--- src/hw/eag_pkg.sv ---
package eag_pkg;

  typedef enum logic [2:0] {
    EAG_MODE_ABS_X   = 3'b000,
    EAG_MODE_ABS_Y   = 3'b001,
    EAG_MODE_IMPLIED = 3'b010,
    EAG_MODE_REL     = 3'b011,
    EAG_MODE_IND_X   = 3'b100,
    EAG_MODE_IND_Y   = 3'b101,
    EAG_MODE_JMP_IND = 3'b110
  } eag_mode_e;

  typedef enum logic [2:0] {
    EAG_ST_IDLE  = 3'b000,
    EAG_ST_PTR_L = 3'b001,
    EAG_ST_WAITL = 3'b010,
    EAG_ST_PTR_H = 3'b011,
    EAG_ST_WAITH = 3'b100
  } eag_state_e;

  localparam logic [7:0]  EAG_PAGE_ZERO = 8'h00;
  localparam logic [15:0] EAG_ADDR_RST  = 16'h0000;
  localparam logic [7:0]  EAG_BYTE_RST  = 8'h00;

endpackage

--- src/hw/eag_effective_address_generator.sv ---
`timescale 1ns/10ps
module eag_effective_address_generator (
  input  wire logic               i_core_clk,
  input  wire logic               i_rst,
  input  wire logic               i_start,
  input  wire eag_pkg::eag_mode_e i_mode,
  input  wire logic               i_is_branch,
  input  wire logic [7:0]         i_op_lo,
  input  wire logic [7:0]         i_op_hi,
  input  wire logic [7:0]         i_idx_x,
  input  wire logic [7:0]         i_idx_y,
  input  wire logic [15:0]        i_pc_next,
  input  wire logic               i_mem_rvalid,
  input  wire logic [7:0]         i_mem_rdata,
  output logic                    o_mem_req,
  output logic [15:0]             o_mem_addr,
  output logic                    o_ea_valid,
  output logic [15:0]             o_ea,
  output logic                    o_load_pc,
  output logic                    o_ptr_pending,
  output logic                    o_mode_err
);
  import eag_pkg::*;

  eag_state_e  state_q;
  eag_mode_e   mode_q;
  logic [15:0] ptr_q;
  logic [7:0]  lo_q;
  logic        carry_q;
  logic [8:0]  sum_lo;
  logic        take;
  logic        rd_lo;
  logic        rd_hi;

  function automatic logic [15:0] ptr_next(input logic [15:0] p,
                                           input logic zp);
    if (zp) begin
      ptr_next = {EAG_PAGE_ZERO, p[7:0] + 8'h01};
    end else begin
      ptr_next = p + 16'h0001;
    end
  endfunction

  function automatic logic [15:0] base_sum(input logic [7:0] hi,
                                           input logic [7:0] lo,
                                           input logic [7:0] idx);
    base_sum = {hi, lo} + {8'h00, idx};
  endfunction

  function automatic logic [15:0] rel_target(input logic [15:0] pc,
                                             input logic [7:0]  off);
    rel_target = pc + {{8{off[7]}}, off};
  endfunction

  function automatic logic rel_taken(input eag_mode_e m,
                                     input logic      br);
    rel_taken = (m == EAG_MODE_REL) && br;
  endfunction

  function automatic logic is_ptr_mode(input eag_mode_e m);
    case (m)
      EAG_MODE_IND_X, EAG_MODE_IND_Y, EAG_MODE_JMP_IND: begin
        is_ptr_mode = 1'b1;
      end
      default: begin
        is_ptr_mode = 1'b0;
      end
    endcase
  endfunction

  function automatic logic gives_ea(input eag_mode_e m,
                                    input logic      br);
    gives_ea = (m == EAG_MODE_ABS_X) || (m == EAG_MODE_ABS_Y)
               || rel_taken(m, br); // implied gives none
  endfunction

  function automatic logic mode_refused(input eag_mode_e m,
                                        input logic      br);
    case (m)
      EAG_MODE_REL: begin
        mode_refused = !br;
      end
      EAG_MODE_ABS_X, EAG_MODE_ABS_Y, EAG_MODE_IMPLIED,
      EAG_MODE_IND_X, EAG_MODE_IND_Y, EAG_MODE_JMP_IND: begin
        mode_refused = 1'b0;
      end
      default: begin
        mode_refused = 1'b1;
      end
    endcase
  endfunction

  assign sum_lo = {1'b0, i_mem_rdata} + {1'b0, i_idx_y};
  assign take   = i_start && (state_q == EAG_ST_IDLE);
  assign rd_lo  = (state_q == EAG_ST_WAITL) && i_mem_rvalid;
  assign rd_hi  = (state_q == EAG_ST_WAITH) && i_mem_rvalid;
  assign o_mem_req = (state_q == EAG_ST_PTR_L) || (state_q == EAG_ST_PTR_H);
  assign o_mem_addr = ptr_q;
  assign o_ptr_pending = (state_q != EAG_ST_IDLE);

  always_ff @(posedge i_core_clk) begin
    if (i_rst) begin
      state_q <= EAG_ST_IDLE;
    end else begin
      case (state_q)
        EAG_ST_IDLE: begin
          if (take && is_ptr_mode(i_mode)) begin
            state_q <= EAG_ST_PTR_L;
          end
        end
        EAG_ST_PTR_L: begin
          state_q <= EAG_ST_WAITL;
        end
        EAG_ST_WAITL: begin
          if (i_mem_rvalid) begin
            state_q <= EAG_ST_PTR_H;
          end
        end
        EAG_ST_PTR_H: begin
          state_q <= EAG_ST_WAITH;
        end
        EAG_ST_WAITH: begin
          if (i_mem_rvalid) begin
            state_q <= EAG_ST_IDLE;
          end
        end
        default: begin
          state_q <= EAG_ST_IDLE;
        end
      endcase
    end
  end

  always_ff @(posedge i_core_clk) begin
    if (i_rst) begin
      mode_q <= EAG_MODE_IMPLIED;
    end else if (take) begin
      mode_q <= i_mode;
    end
  end

  always_ff @(posedge i_core_clk) begin
    if (i_rst) begin
      ptr_q <= EAG_ADDR_RST;
    end else if (take) begin
      case (i_mode)
        EAG_MODE_IND_X: begin
          ptr_q <= {EAG_PAGE_ZERO, i_op_lo + i_idx_x};
        end
        EAG_MODE_IND_Y: begin
          ptr_q <= {EAG_PAGE_ZERO, i_op_lo};
        end
        EAG_MODE_JMP_IND: begin
          ptr_q <= {i_op_hi, i_op_lo};
        end
        default: begin
          ptr_q <= ptr_q;
        end
      endcase
    end else if (rd_lo) begin
      ptr_q <= ptr_next(ptr_q, mode_q != EAG_MODE_JMP_IND);
    end
  end

  always_ff @(posedge i_core_clk) begin
    if (i_rst) begin
      lo_q    <= EAG_BYTE_RST;
      carry_q <= 1'b0;
    end else if (rd_lo) begin
      if (mode_q == EAG_MODE_IND_Y) begin
        lo_q    <= sum_lo[7:0];
        carry_q <= sum_lo[8];
      end else begin
        lo_q    <= i_mem_rdata;
        carry_q <= 1'b0;
      end
    end
  end

  always_ff @(posedge i_core_clk) begin
    if (i_rst) begin
      o_ea <= EAG_ADDR_RST;
    end else if (take) begin
      case (i_mode)
        EAG_MODE_ABS_X: begin
          o_ea <= base_sum(i_op_hi, i_op_lo, i_idx_x);
        end
        EAG_MODE_ABS_Y: begin
          o_ea <= base_sum(i_op_hi, i_op_lo, i_idx_y);
        end
        EAG_MODE_REL: begin
          if (i_is_branch) begin
            o_ea <= rel_target(i_pc_next, i_op_lo);
          end
        end
        default: begin
          o_ea <= o_ea;
        end
      endcase
    end else if (rd_hi) begin
      o_ea <= {i_mem_rdata + {7'h00, carry_q}, lo_q};
    end
  end

  always_ff @(posedge i_core_clk) begin
    if (i_rst) begin
      o_ea_valid <= 1'b0;
    end else begin
      o_ea_valid <= (take && gives_ea(i_mode, i_is_branch))
                    || rd_hi;
    end
  end

  always_ff @(posedge i_core_clk) begin
    if (i_rst) begin
      o_load_pc <= 1'b0;
    end else begin
      o_load_pc <= (take && rel_taken(i_mode, i_is_branch))
                   || (rd_hi && (mode_q == EAG_MODE_JMP_IND));
    end
  end

  always_ff @(posedge i_core_clk) begin
    if (i_rst) begin
      o_mode_err <= 1'b0;
    end else begin
      o_mode_err <= take && mode_refused(i_mode, i_is_branch);
    end
  end

endmodule

--- config.mk ---
export PLATFORM = sky130hd
export DESIGN_NAME = eag_effective_address_generator
export DESIGN_NICKNAME = d
export VERILOG_FILES = /design/src/hw/eag_pkg.sv /design/src/hw/eag_effective_address_generator.sv
export SDC_FILE = /design/constraint.sdc
export NUM_CORES = 1
export LEC_CHECK = 0
export ABC_CLOCK_PERIOD_IN_PS = 3200
export BUFFER_PORTS_ARGS = -buffer_cell sky130_fd_sc_hd__buf_2
export CORE_UTILIZATION = 29
export DETAILED_ROUTE_END_ITERATION = 10
export PLACE_DENSITY_LB_ADDON = 0.1
export SETUP_SLACK_MARGIN = 0.1
export SLEW_MARGIN = 15
export SYNTH_ARGS = -nofsm -noshare
export SYNTH_HDL_FRONTEND = slang
export SYNTH_SLANG_ARGS = --single-unit
--- constraint.sdc ---
create_clock -name i_core_clk -period 3.2 [get_ports i_core_clk]
set_input_delay 0 -clock i_core_clk [delete_from_list [all_inputs] [get_ports i_core_clk]]
set_output_delay 0 -clock i_core_clk [all_outputs]
set_load 0.1 [all_outputs]
==> results.ini, run 1 <==
[run_status]
status = completed

[global_routing]
grt_antenna_before_repair = 1
grt_first_pass_wirelength_mm = 27.29
grt_start_max_net_pins = 45
grt.overflow.total = 0
global_route.usage.total_pct = 20.11
via_count_of_the_first_global_routing_pass = 4836

[clock_network]
sinks_on_the_clock_net = 50
post_cts_resized = 0
cts_clk_pin_slew_worst_paths_ns = 0.07
h_tree_lvl_count = 2
hold_buffers = 3
tritoncts.num_buffers = 5
cts.path.max_buffers = 2
clk_root_buffer_cell = sky130_fd_sc_hd__clkbuf_16
cts_tree = yes
setup_fix_bufs_post_cts = 0
clk-insertion-delay-late_ns = 0.30

[min_path]
hold_depth = 3
min-delay-path-class = in2reg

[yosys]
post_synth_mux_area_share_pct = 2.913
cell_area_after_technology_mapping_mm2 = 0.004853
post_synth_inst_count = 633
syn_avg_cell_area_um2 = 7.667
postSynth.asyncResetShare_pct = 0
area_share_of_xor_xnor_cells_in_the_synthesized_design_pct = 6.497
post_synth_main_area_contributors = sky130_fd_sc_hd__dfxtp_1 21%, sky130_fd_sc_hd__ha_1 11%, sky130_fd_sc_hd__nor2_1 5.3%, sky130_fd_sc_hd__a21oi_1 4.5%, sky130_fd_sc_hd__nand2_1 4.4%
synth.yosys.seq_area_share_pct = 20.62
number_of_synthesized_flops_with_an_enable_pin = 0
synth.top_cells.by_count = 69 x sky130_fd_sc_hd__nor2_1, 57 x sky130_fd_sc_hd__nand2_1, 50 x sky130_fd_sc_hd__dfxtp_1
area_fraction_in_and_or_nand_and_nor_cells_after_synthesis_pct = 25.52
post-synth-top-count-cell = sky130_fd_sc_hd__nor2_1
synth_top_family_by_area = compound AO/OA/AOI/OAI gates
synth.ff_latch_count = 50
synth.distinct_cells = 80
synth_compound_area_share_pct = 27.25
yosys.area_share.adder_pct = 12.48
ys.warnings.count = 0
post-synth-top-area-cell = sky130_fd_sc_hd__dfxtp_1
synth_fp_nets = 743
dominantRegCellSynth = sky130_fd_sc_hd__dfxtp_1
yosys.area.top_type_share_pct = 20.62

[layout]
footprint_of_the_multi_input_gates_mm2 = 0.003630
nets = 832
utilization_pct = 35.49
final-instance-count-excl-fill = 939
nFillCells = 1766
layout-drive-gt1-share_pct = 20.22
area_growth_syn_to_layout_pct = 17.84
seq_area_mm2 = 0.001001

[placed_design]
port-buffer-count = 100
dp_hpwl_mm = 14.09
placed_cells = 928
place_congestion = 0.8826

[worst_setup_path]
cp_slowest_cell = sky130_fd_sc_hd__fa_1
worst-r2r-cell-count = 7
crit_required_ns = 3.39
crit_arrival_ns = 2.85
worst_setup_path_start_kind = input port
path_common_cell = sky130_fd_sc_hd__nor2_1
cp_max_fo = 7
critPathMaxStageDelay_ns = 0.44
cp_cell_sequence = buf_2 -> nand2b_1 -> nor2_1 -> mux2_2 -> ha_1 -> fa_1 -> a211oi_1 -> o211a_1 -> nor2_1 -> xor2_1 -> o21ai_1 -> a2111oi_1
cp-end-kind = flop
crit_type = in2reg

[drt]
drt-initial-drc-count = 314
firstDrtPassIters = 5
via_per_inst = 5.482
route.final.wire_length_mm = 17.47
wire_per_inst_um = 18.61
final_antenna_net_count = 0
count_of_vias_placed_by_the_detailed_router = 5148
detail_route.drc_violations = 0

[die]
floorplan.initialDensity_pct = 30.12
die_width_um = 131.4
core_mm2 = 0.01612
die_height_um = 131.4
io_pins = 101
floorplan.die_area_mm2 = 0.01726
site_row_count = 46

[timing]
worst_max_slew_pin_slew_ns = 0.8601
min_period_over_period_pct = 82.93
slew-limit-headroom_pct = 41.18
report.final.hold_viol_count = 0
final_setup_viols = 0
post-route-min-period_ns = 2.654
report.final.slew_viol_count = 0
setup_repair_after_global_routing_missed_its_margin = no
fin_worst_skew_ns = 0.005651
fin_tns_setup_ns = 0
max_freq_mhz = 376.8

[power_and_ir_drop]
combPwrFrac_pct = 42.0
power.share.sequential_pct = 32.2
largest_voltage_drop_on_the_vdd_net_mv = 0.1838
powerDensity_mw_per_mm2 = 374.3
static_leakage_nw = 2.417
switching_share_pct = 42.43
net-switching-power_mw = 0.9084
power_report.internal_total_mw = 1.233
clock_power_share_pct = 25.9

[run]
drv_cap = 0

state kept, by name, indices dropped and copies added (netlist names):
| signal | cells |
|---|---|
| o_ea | 16 |
| lo_q | 8 |
| state_q | 3 |
| mode_q | 3 |
| o_mode_err | 1 |
| o_load_pc | 1 |
| o_mem_addr | 16 |
| carry_q | 1 |
| o_ea_valid | 1 |
metal layers:
metal  track usage, %  part of all wire, %
met1            28.91                   49
met4            4.845                  1.5
met5                0                    0
met2            31.59                   44
met3            2.508                  4.8
worst max-delay path: cells and delay by family:
kind	cells	cell delay, ns
multiplexers	1	0.38
XOR/XNOR	1	0.14
adder cells (fa/ha/maj)	2	0.66
AO/OA/AOI/OAI	4	1.02
buffers and inverters	1	0.13
AND/OR/NAND/NOR	3	0.52
final timing paths:
kind | start | endpoint | slack, ns
setup / recovery | i_mode[1] | o_ea[8] | 0.55
setup reg to reg | state_q[2] | o_mem_addr[13] | 0.97
hold / removal | i_mem_rdata[7] | lo_q[7] | 0.04
hold reg to reg | o_ea[1] | o_ea[1] | 0.46
per-stage QoR:
step | cell area [um^2] | hold WS (ns) | total power, mW | worst slack [ns]
finish | 5719 | 0.03968 | 2.141 | 0.5462
global placement | 5548 | 0.3048 | 1.590 | 0.2471
floorplan | 4853 | 0.1189 | 1.350 | 0.5024
global route | 5717 | 0.04002 | 2.261 | 0.4012
detailed placement | 5548 | 0.3090 | 1.592 | 0.2165
CTS | 5717 | 0.02725 | 2.156 | 0.5336
cell type report:
class / instances / share of cell area [%]
Antenna cell: 1 / 0.04375
Clock buffer: 5 / 2.188
Clock inverter: 2 / 0.2406
Inverter: 19 / 1.247
Multi-Input combinational cell: 533 / 63.47
Sequential cell: 50 / 17.50
Tap cell: 216 / 4.725
Timing Repair Buffer: 113 / 10.59
power by group through the flow:
stage          sequential [mW]  combinational (mW)  clock (mW)
4_1_cts                  0.688               0.897       0.572
3_3_place_gp             0.702               0.888           0
5_1_grt                  0.693               0.976       0.592
2_1_floorplan            0.857               0.492           0
3_5_place_dp             0.703               0.890           0
6_report                 0.688               0.899       0.554
logic make-up after synthesis:
kind of cell	count (synthesis)
compound gates	194
buf+inv	50
mux	13
fa+ha+maj	46
xor+xnor	36
flops	50
simple gates	244
cells in the final DEF (no fill, tap or decap), drive strengths merged, types with 5 or more instances in the layout:
cell	count
clkbuf	5
o22ai	6
a22oi	7
o21a	5
inv	20
nor3b	5
a21o	9
nand2	58
nor2b	9
or3	5
nand3	25
nand2b	9
nor3	21
o21ai	48
a21oi	44
xor2	17
mux2	9
o211ai	8
buf	110
a31oi	6
ha	42
nor2	72
a211oi	17
and3	15
dfxtp	50
a311oi	6
xnor2	19
No activity file was read; power rests on OpenSTA's default activity.
==> run 2: changes to the inputs <==
Settings changed: ABC_CLOCK_PERIOD_IN_PS 3200 to 2500.
Clock period 3.2 ns to 2.5 ns, I/O delays scaled along.
==> results.ini, run 2 (synthesis gave the netlist of run 1 again) <==
[global_routing]
grt_start_max_net_pins = 26  ; -42%
grt_first_pass_wirelength_mm = 28.32  ; +3.8%
via_count_of_the_first_global_routing_pass = 5119  ; +5.9%
grt_antenna_before_repair = 0  ; -1
met1_routing_resource_usage_after_global_routing_pct = 29.40  ; +0.50 points
global_route.usage.total_pct = 21.21  ; +1.1 points
grt.overflow.total = 0  ; unchanged
globalRouteMet2Util_pct = 33.01  ; +1.4 points
top_usage_layer_grt = met2
groute.layer.met3.usage_pct = 4.051  ; +1.5 points

[worst_setup_path]
cp_slowest_cell = sky130_fd_sc_hd__mux2_2
critical_path.startpoint = i_mode[1]
cp-end-kind = flop
critPathMaxStageDelay_ns = 0.32  ; -0.12 ns
crit_arrival_ns = 2.48  ; -0.37 ns
worst-r2r-cell-count = 6  ; -1
crit_required_ns = 2.70  ; -0.69 ns
cp_max_fo = 6  ; -1
cp_cell_sequence = buf_2 -> nand2b_4 -> nor2_4 -> buf_4 -> mux2_2 -> ha_1 -> buf_4 -> o211ai_1 -> o211a_1 -> nand4bb_1 -> xor2_1 -> a21oi_1 -> nor3_1 -> o22ai_1
r2r_setup_slack_ns = 0.46  ; -0.51 ns
worst_setup_path_start_kind = input port
worstReg2RegStart = state_q[1]
r2r_end = o_ea[15]
crit_end = o_ea[14]
crit_type = in2reg
path_common_cell = sky130_fd_sc_hd__buf_4

[drt]
route.final.wire_length_mm = 18.29  ; +4.7%
drt-initial-drc-count = 426  ; +36%
via_per_inst = 5.431  ; -0.94%
count_of_vias_placed_by_the_detailed_router = 5257  ; +2.1%
detail_route.drc_violations = 0  ; unchanged
final_antenna_net_count = 0  ; unchanged
firstDrtPassIters = 5  ; unchanged
wire_per_inst_um = 18.90  ; +1.6%

[layout]
area_growth_syn_to_layout_pct = 24.44
nets = 861  ; +3.5%
layout-drive-gt1-share_pct = 25.00  ; +4.8 points
diodes = 0  ; -1
nFillCells = 1760  ; -0.34%
utilization_pct = 37.48  ; +2.0 points
final_common_cell = sky130_fd_sc_hd__buf_2
mostFrequentLayoutCells = 100 x sky130_fd_sc_hd__buf_2, 67 x sky130_fd_sc_hd__nor2_1, 57 x sky130_fd_sc_hd__nand2_1

[power_and_ir_drop]
powerDensity_mw_per_mm2 = 488.6  ; +31%
total_power_mw = 2.951  ; +38%
largest_voltage_drop_on_the_vdd_net_mv = 0.2807  ; +53%
static_leakage_nw = 2.584  ; +6.9%

[die]
site_row_count = 46  ; unchanged
die_height_um = 131.4  ; unchanged
io_pins = 101  ; unchanged
core_mm2 = 0.01612  ; unchanged
die_width_um = 131.4  ; unchanged
floorplan.initialDensity_pct = 30.12  ; unchanged
floorplan.die_area_mm2 = 0.01726  ; unchanged

[timing]
hold_ws_ns = 0.02977  ; -0.009915 ns
post-route-min-period_ns = 2.285
slew-limit-headroom_pct = 53.60  ; +12 points
setup_repair_after_global_routing_missed_its_margin = no
report.final.slew_viol_count = 0  ; unchanged
fin_worst_skew_ns = 0.005526  ; -0.0001248 ns
max_freq_mhz = 437.6
worst_max_slew_pin_slew_ns = 0.6939  ; -0.1662 ns
report.final.hold_viol_count = 0  ; unchanged
final_setup_viols = 0  ; unchanged
finalWorstSetupSlack_ns = 0.2150  ; -0.3311 ns
min_period_over_period_pct = 91.40

[min_path]
hold_depth = 3  ; unchanged
min-delay-path-class = in2reg

[clock_network]
tritoncts.num_buffers = 5  ; unchanged
cts_tree = yes
clk-insertion-delay-late_ns = 0.31  ; about the same
clk_root_buffer_cell = sky130_fd_sc_hd__clkbuf_16
h_tree_lvl_count = 2  ; unchanged
sinks_on_the_clock_net = 50  ; unchanged
cts_clk_pin_slew_worst_paths_ns = 0.08  ; about the same
cts.path.max_buffers = 2  ; unchanged

[placed_design]
dp_hpwl_mm = 14.85  ; +5.4%
place_ws_ns = -0.2418  ; -0.4583 ns
port-buffer-count = 100  ; unchanged
place_congestion = 0.8870  ; +0.50%

[run_status]
status = completed

[run]
drv_cap = 0  ; unchanged

## run 2: changes by cell type in the layout (fill, tap and decap cells not counted), sizes merged
cell         before  now
bufinv            0    1
buf             110  138
diode             1    0
clkinv            1    0
clkinvlp          0    1
dlygate4sd3       3    4
## run 2: worst min path at each step
stage / endpoint / slack, ns / start
2_1_floorplan: o_mode_err / 0.12 / i_is_branch
6_report: o_mem_addr[11] / 0.03 / i_op_hi[3]
5_1_grt: o_mem_addr[11] / 0.05 / i_op_hi[3]
3_5_place_dp: o_mode_err / 0.30 / i_is_branch
4_1_cts: o_mem_addr[11] / 0.03 / i_op_hi[3]
3_3_place_gp: o_mode_err / 0.29 / i_is_branch
## run 2: cell type report
| class | count | area [um^2] | share of cell area (%) |
|---|---|---|---|
| clock inverter | 3 | 48.80 | 0.8080 |
| timing repair buffer | 142 | 825.8 | 13.67 |
| sequential | 50 | 1006 | 16.66 |
| tap | 216 | 270.3 | 4.475 |
| multi-input combinational | 533 | 3692 | 61.14 |
| inverter | 19 | 71.32 | 1.181 |
| clock buffer | 5 | 125.1 | 2.072 |
## run 2: timing repair
| action | in CTS | in global routing |
|---|---|---|
| hold buffers | 4 | 0 |
| pin swaps | 1 | 10 |
| buffers inserted | 0 | 2 |
| gates resized for setup | 1 | 7 |
| endpoints found under the hold margin | 5 | 0 |
| setup endpoints to repair | 1 | 10 |
## run 2: metal layers
layer,routed length (um),vias to the layer above
met2,7912,149
li1,-,2577
met1,9012,2509
met4,412,0
met5,0,-
met3,954,22
## run 2: per-stage QoR
| step | std cells | instance area (um^2) | setup TNS (ns) |
|---|---|---|---|
| after floorplan | 633 | 4890 | 0 |
| after global placement | 954 | 5779 | -1.059 |
| after detailed placement | 954 | 5779 | -1.791 |
| after CTS | 966 | 5996 | 0 |
| after global routing | 968 | 6040 | 0 |
| final | 968 | 6040 | 0 |
## run 2: critical path, delay by kind of cell
kind / cells / cell delay [ns]
AND/OR/NAND/NOR: 4 / 0.73
AO/OA/AOI/OAI: 4 / 0.54
buffers and inverters: 3 / 0.36
multiplexers: 1 / 0.32
adder cells (fa/ha/maj): 1 / 0.29
XOR/XNOR: 1 / 0.24
## run 2: report_power, final
group | switching, mW | internal (mW) | total (mW)
logic | 0.802 | 0.417 | 1.22
clock network | 0.367 | 0.481 | 0.848
registers | 0.0441 | 0.840 | 0.884
total | 1.21 | 1.74 | 2.95
==> run 3: changes to the inputs <==
Settings changed: ABC_CLOCK_PERIOD_IN_PS 2500 to 2400, CORE_ASPECT_RATIO set to 0.6.
Clock period 2.5 ns to 2.4 ns, I/O delays scaled along.
==> results.ini, run 3 (synthesis gave the netlist of run 1 again) <==
[run_status]
status = completed

[power_and_ir_drop]
clock_power_share_pct = 27.4  ; -1.3 points
switching_share_pct = 40.38  ; -0.74 points
combPwrFrac_pct = 42.8  ; +1.5 points
power_report.internal_total_mw = 1.833  ; +5.5%
power.share.sequential_pct = 29.8  ; -0.2 points
largest_voltage_drop_on_the_vdd_net_mv = 0.2638  ; -6.0%
static_leakage_nw = 2.636  ; +2.0%
powerDensity_mw_per_mm2 = 497.9  ; +1.9%
total_power_mw = 3.075  ; +4.2%
net-switching-power_mw = 1.242  ; +2.3%

[timing]
min_period_over_period_pct = 96.57
fin_worst_skew_ns = 0.01041  ; +0.004887 ns
slew-limit-headroom_pct = 35.39  ; -18 points
hold_ws_ns = 0.01486  ; -0.01491 ns
final_setup_viols = 0  ; unchanged
finalWorstSetupSlack_ns = 0.08227  ; -0.1327 ns
report.final.hold_viol_count = 0  ; unchanged
report.final.slew_viol_count = 0  ; unchanged
max_freq_mhz = 431.5
worst_max_slew_pin_slew_ns = 0.9656  ; +0.2717 ns
setup_repair_after_global_routing_missed_its_margin = yes
fin_tns_setup_ns = 0  ; unchanged
post-route-min-period_ns = 2.318

[drt]
detail_route.drc_violations = 0  ; unchanged
count_of_vias_placed_by_the_detailed_router = 5232  ; -0.48%
via_per_inst = 5.290  ; -2.6%
firstDrtPassIters = 5  ; unchanged
final_antenna_net_count = 0  ; unchanged
drt-initial-drc-count = 380  ; -11%
wire_per_inst_um = 18.24  ; -3.5%
route.final.wire_length_mm = 18.04  ; -1.4%

[layout]
mostFrequentLayoutCells = 99 x sky130_fd_sc_hd__buf_2, 66 x sky130_fd_sc_hd__nor2_1, 57 x sky130_fd_sc_hd__nand2_1
stdcell_area_mm2 = 0.006176  ; +2.3%
final_common_cell = sky130_fd_sc_hd__buf_2
nets = 870  ; +1.0%
area_growth_syn_to_layout_pct = 27.25
utilization_pct = 37.88  ; +0.40 points
final-instance-count-excl-fill = 989  ; +2.2%
layout-drive-gt1-share_pct = 27.20  ; +2.2 points
nFillCells = 1757  ; -0.17%
diodes = 0  ; unchanged

[worst_setup_path]
worstReg2RegStart = state_q[2]
crit_type = in2reg
cp_slowest_cell = sky130_fd_sc_hd__o41a_1
critPathMaxStageDelay_ns = 0.51  ; +0.19 ns
timing.critical_path.max_delay_family = compound AO/OA/AOI/OAI gates
crit_arrival_ns = 2.51  ; +0.03 ns
r2r_setup_slack_ns = 0.17  ; -0.29 ns
critPathBufInv = 2  ; -1
cp-end-kind = flop
worst_setup_path_start_kind = input port
cp_cell_sequence = buf_6 -> nand2b_4 -> nor2_4 -> buf_6 -> mux2_4 -> ha_4 -> a211oi_2 -> nor2_2 -> o41a_1 -> a21bo_2 -> xor2_2 -> o22ai_1 -> o22ai_1
crit_required_ns = 2.59  ; -0.11 ns
r2r_end = o_ea[14]
cp_max_fo = 5  ; -1
worst-r2r-cell-count = 5  ; -1

[clock_network]
clk_root_buffer_cell = sky130_fd_sc_hd__clkbuf_16
tritoncts.num_buffers = 5  ; unchanged
cts.path.max_buffers = 2  ; unchanged
h_tree_lvl_count = 2  ; unchanged
cts_clk_pin_slew_worst_paths_ns = 0.07  ; about the same
cts_tree = yes
sinks_on_the_clock_net = 50  ; unchanged
clk-insertion-delay-late_ns = 0.30  ; about the same

[placed_design]
place_ws_ns = -0.3045  ; -0.06272 ns
dp_hpwl_mm = 14.70  ; -1.0%
port-buffer-count = 100  ; unchanged
place_congestion = 0.9231  ; +4.1%
placed_cells = 972  ; +1.9%
dpl-instance-area_mm2 = 0.005866  ; +1.5%

[die]
floorplan.initialDensity_pct = 29.77  ; -0.35 points
site_row_count = 36  ; -22%
core_mm2 = 0.01631  ; +1.2%
die_height_um = 102.2  ; -22%
die_width_um = 169.0  ; +29%
floorplan.die_area_mm2 = 0.01727  ; about the same
io_pins = 101  ; unchanged

[global_routing]
grt.overflow.total = 0  ; unchanged
grt_start_max_net_pins = 23  ; -12%
grt_antenna_before_repair = 1  ; +1
grt_first_pass_wirelength_mm = 27.64  ; -2.4%
via_count_of_the_first_global_routing_pass = 4869  ; -4.9%
global_route.usage.total_pct = 20.98  ; -0.23 points

[min_path]
hold_depth = 3  ; unchanged
min_delay_worst_endpoint = lo_q[7]
hold_start = i_mem_rdata[7]
min-delay-path-class = in2reg

[run]
drv_cap = 0  ; unchanged

run 3: cell count changes in the layout (fill, tap and decap cells not counted), moves of 2 or more:
cell                            previous run  this run
sky130_fd_sc_hd__buf_4                    38        47
sky130_fd_sc_hd__buf_6                     0         3
sky130_fd_sc_hd__dfxtp_1                  46        44
sky130_fd_sc_hd__dfxtp_2                   4         6
sky130_fd_sc_hd__dlygate4sd3_1             4         2
sky130_fd_sc_hd__o21ai_0                  36        34
sky130_fd_sc_hd__o21ai_2                   1         3
run 3: how the worst max path moves through the flow:
stage	start	end	slack, ns	cells after the start
floorplan	i_mode[1]	o_ea[14]	0.08	12
global placement	i_mode[1]	o_ea[13]	-0.26	14
detailed placement	i_mode[1]	o_ea[14]	-0.30	13
CTS	i_mode[1]	o_ea[14]	0.1	13
global route	i_mode[1]	o_ea[10]	-0.02	14
finish	i_mode[1]	o_ea[13]	0.08	13
run 3: layout make-up:
| class | count | area, um^2 | share of cell area [%] |
|---|---|---|---|
| Multi-Input combinational cell | 533 | 3742 | 60.60 |
| Sequential cell | 50 | 1008 | 16.33 |
| Timing Repair Buffer | 151 | 902.1 | 14.61 |
| Tap cell | 228 | 285.3 | 4.619 |
| Clock buffer | 6 | 128.9 | 2.087 |
| Inverter | 19 | 71.32 | 1.155 |
| Clock inverter | 2 | 37.54 | 0.6078 |
run 3: routing by layer:
metal / share of wire, % / GRT usage [%]
met1: 53 / 32.27
met3: 5.8 / 2.595
met5: 0 / 0
met2: 41 / 31.56
met4: 0.54 / 2.772
run 3: repair_timing:
item | CTS | global route
hold buffers | 2 | 0
buffers inserted | 2 | 5
endpoints found under the setup margin | 7 | 10
hold endpoints to repair | 2 | 0
pin swaps | 6 | 20
resized for setup | 4 | 13
run 3: tightest hold or removal path, delay by kind of cell:
| family | cells | cell delay [ns] |
|---|---|---|
| buffers and inverters | 1 | 0.13 |
| AO/OA/AOI/OAI | 2 | 0.15 |
run 3: power by group through the flow:
stage,Sequential (mW),Combinational [mW],Clock (mW)
2_1_floorplan,1.15,0.669,0
3_3_place_gp,0.933,1.26,0
3_5_place_dp,0.934,1.27,0
4_1_cts,0.915,1.29,0.872
5_1_grt,0.922,1.43,0.902
6_report,0.916,1.32,0.843
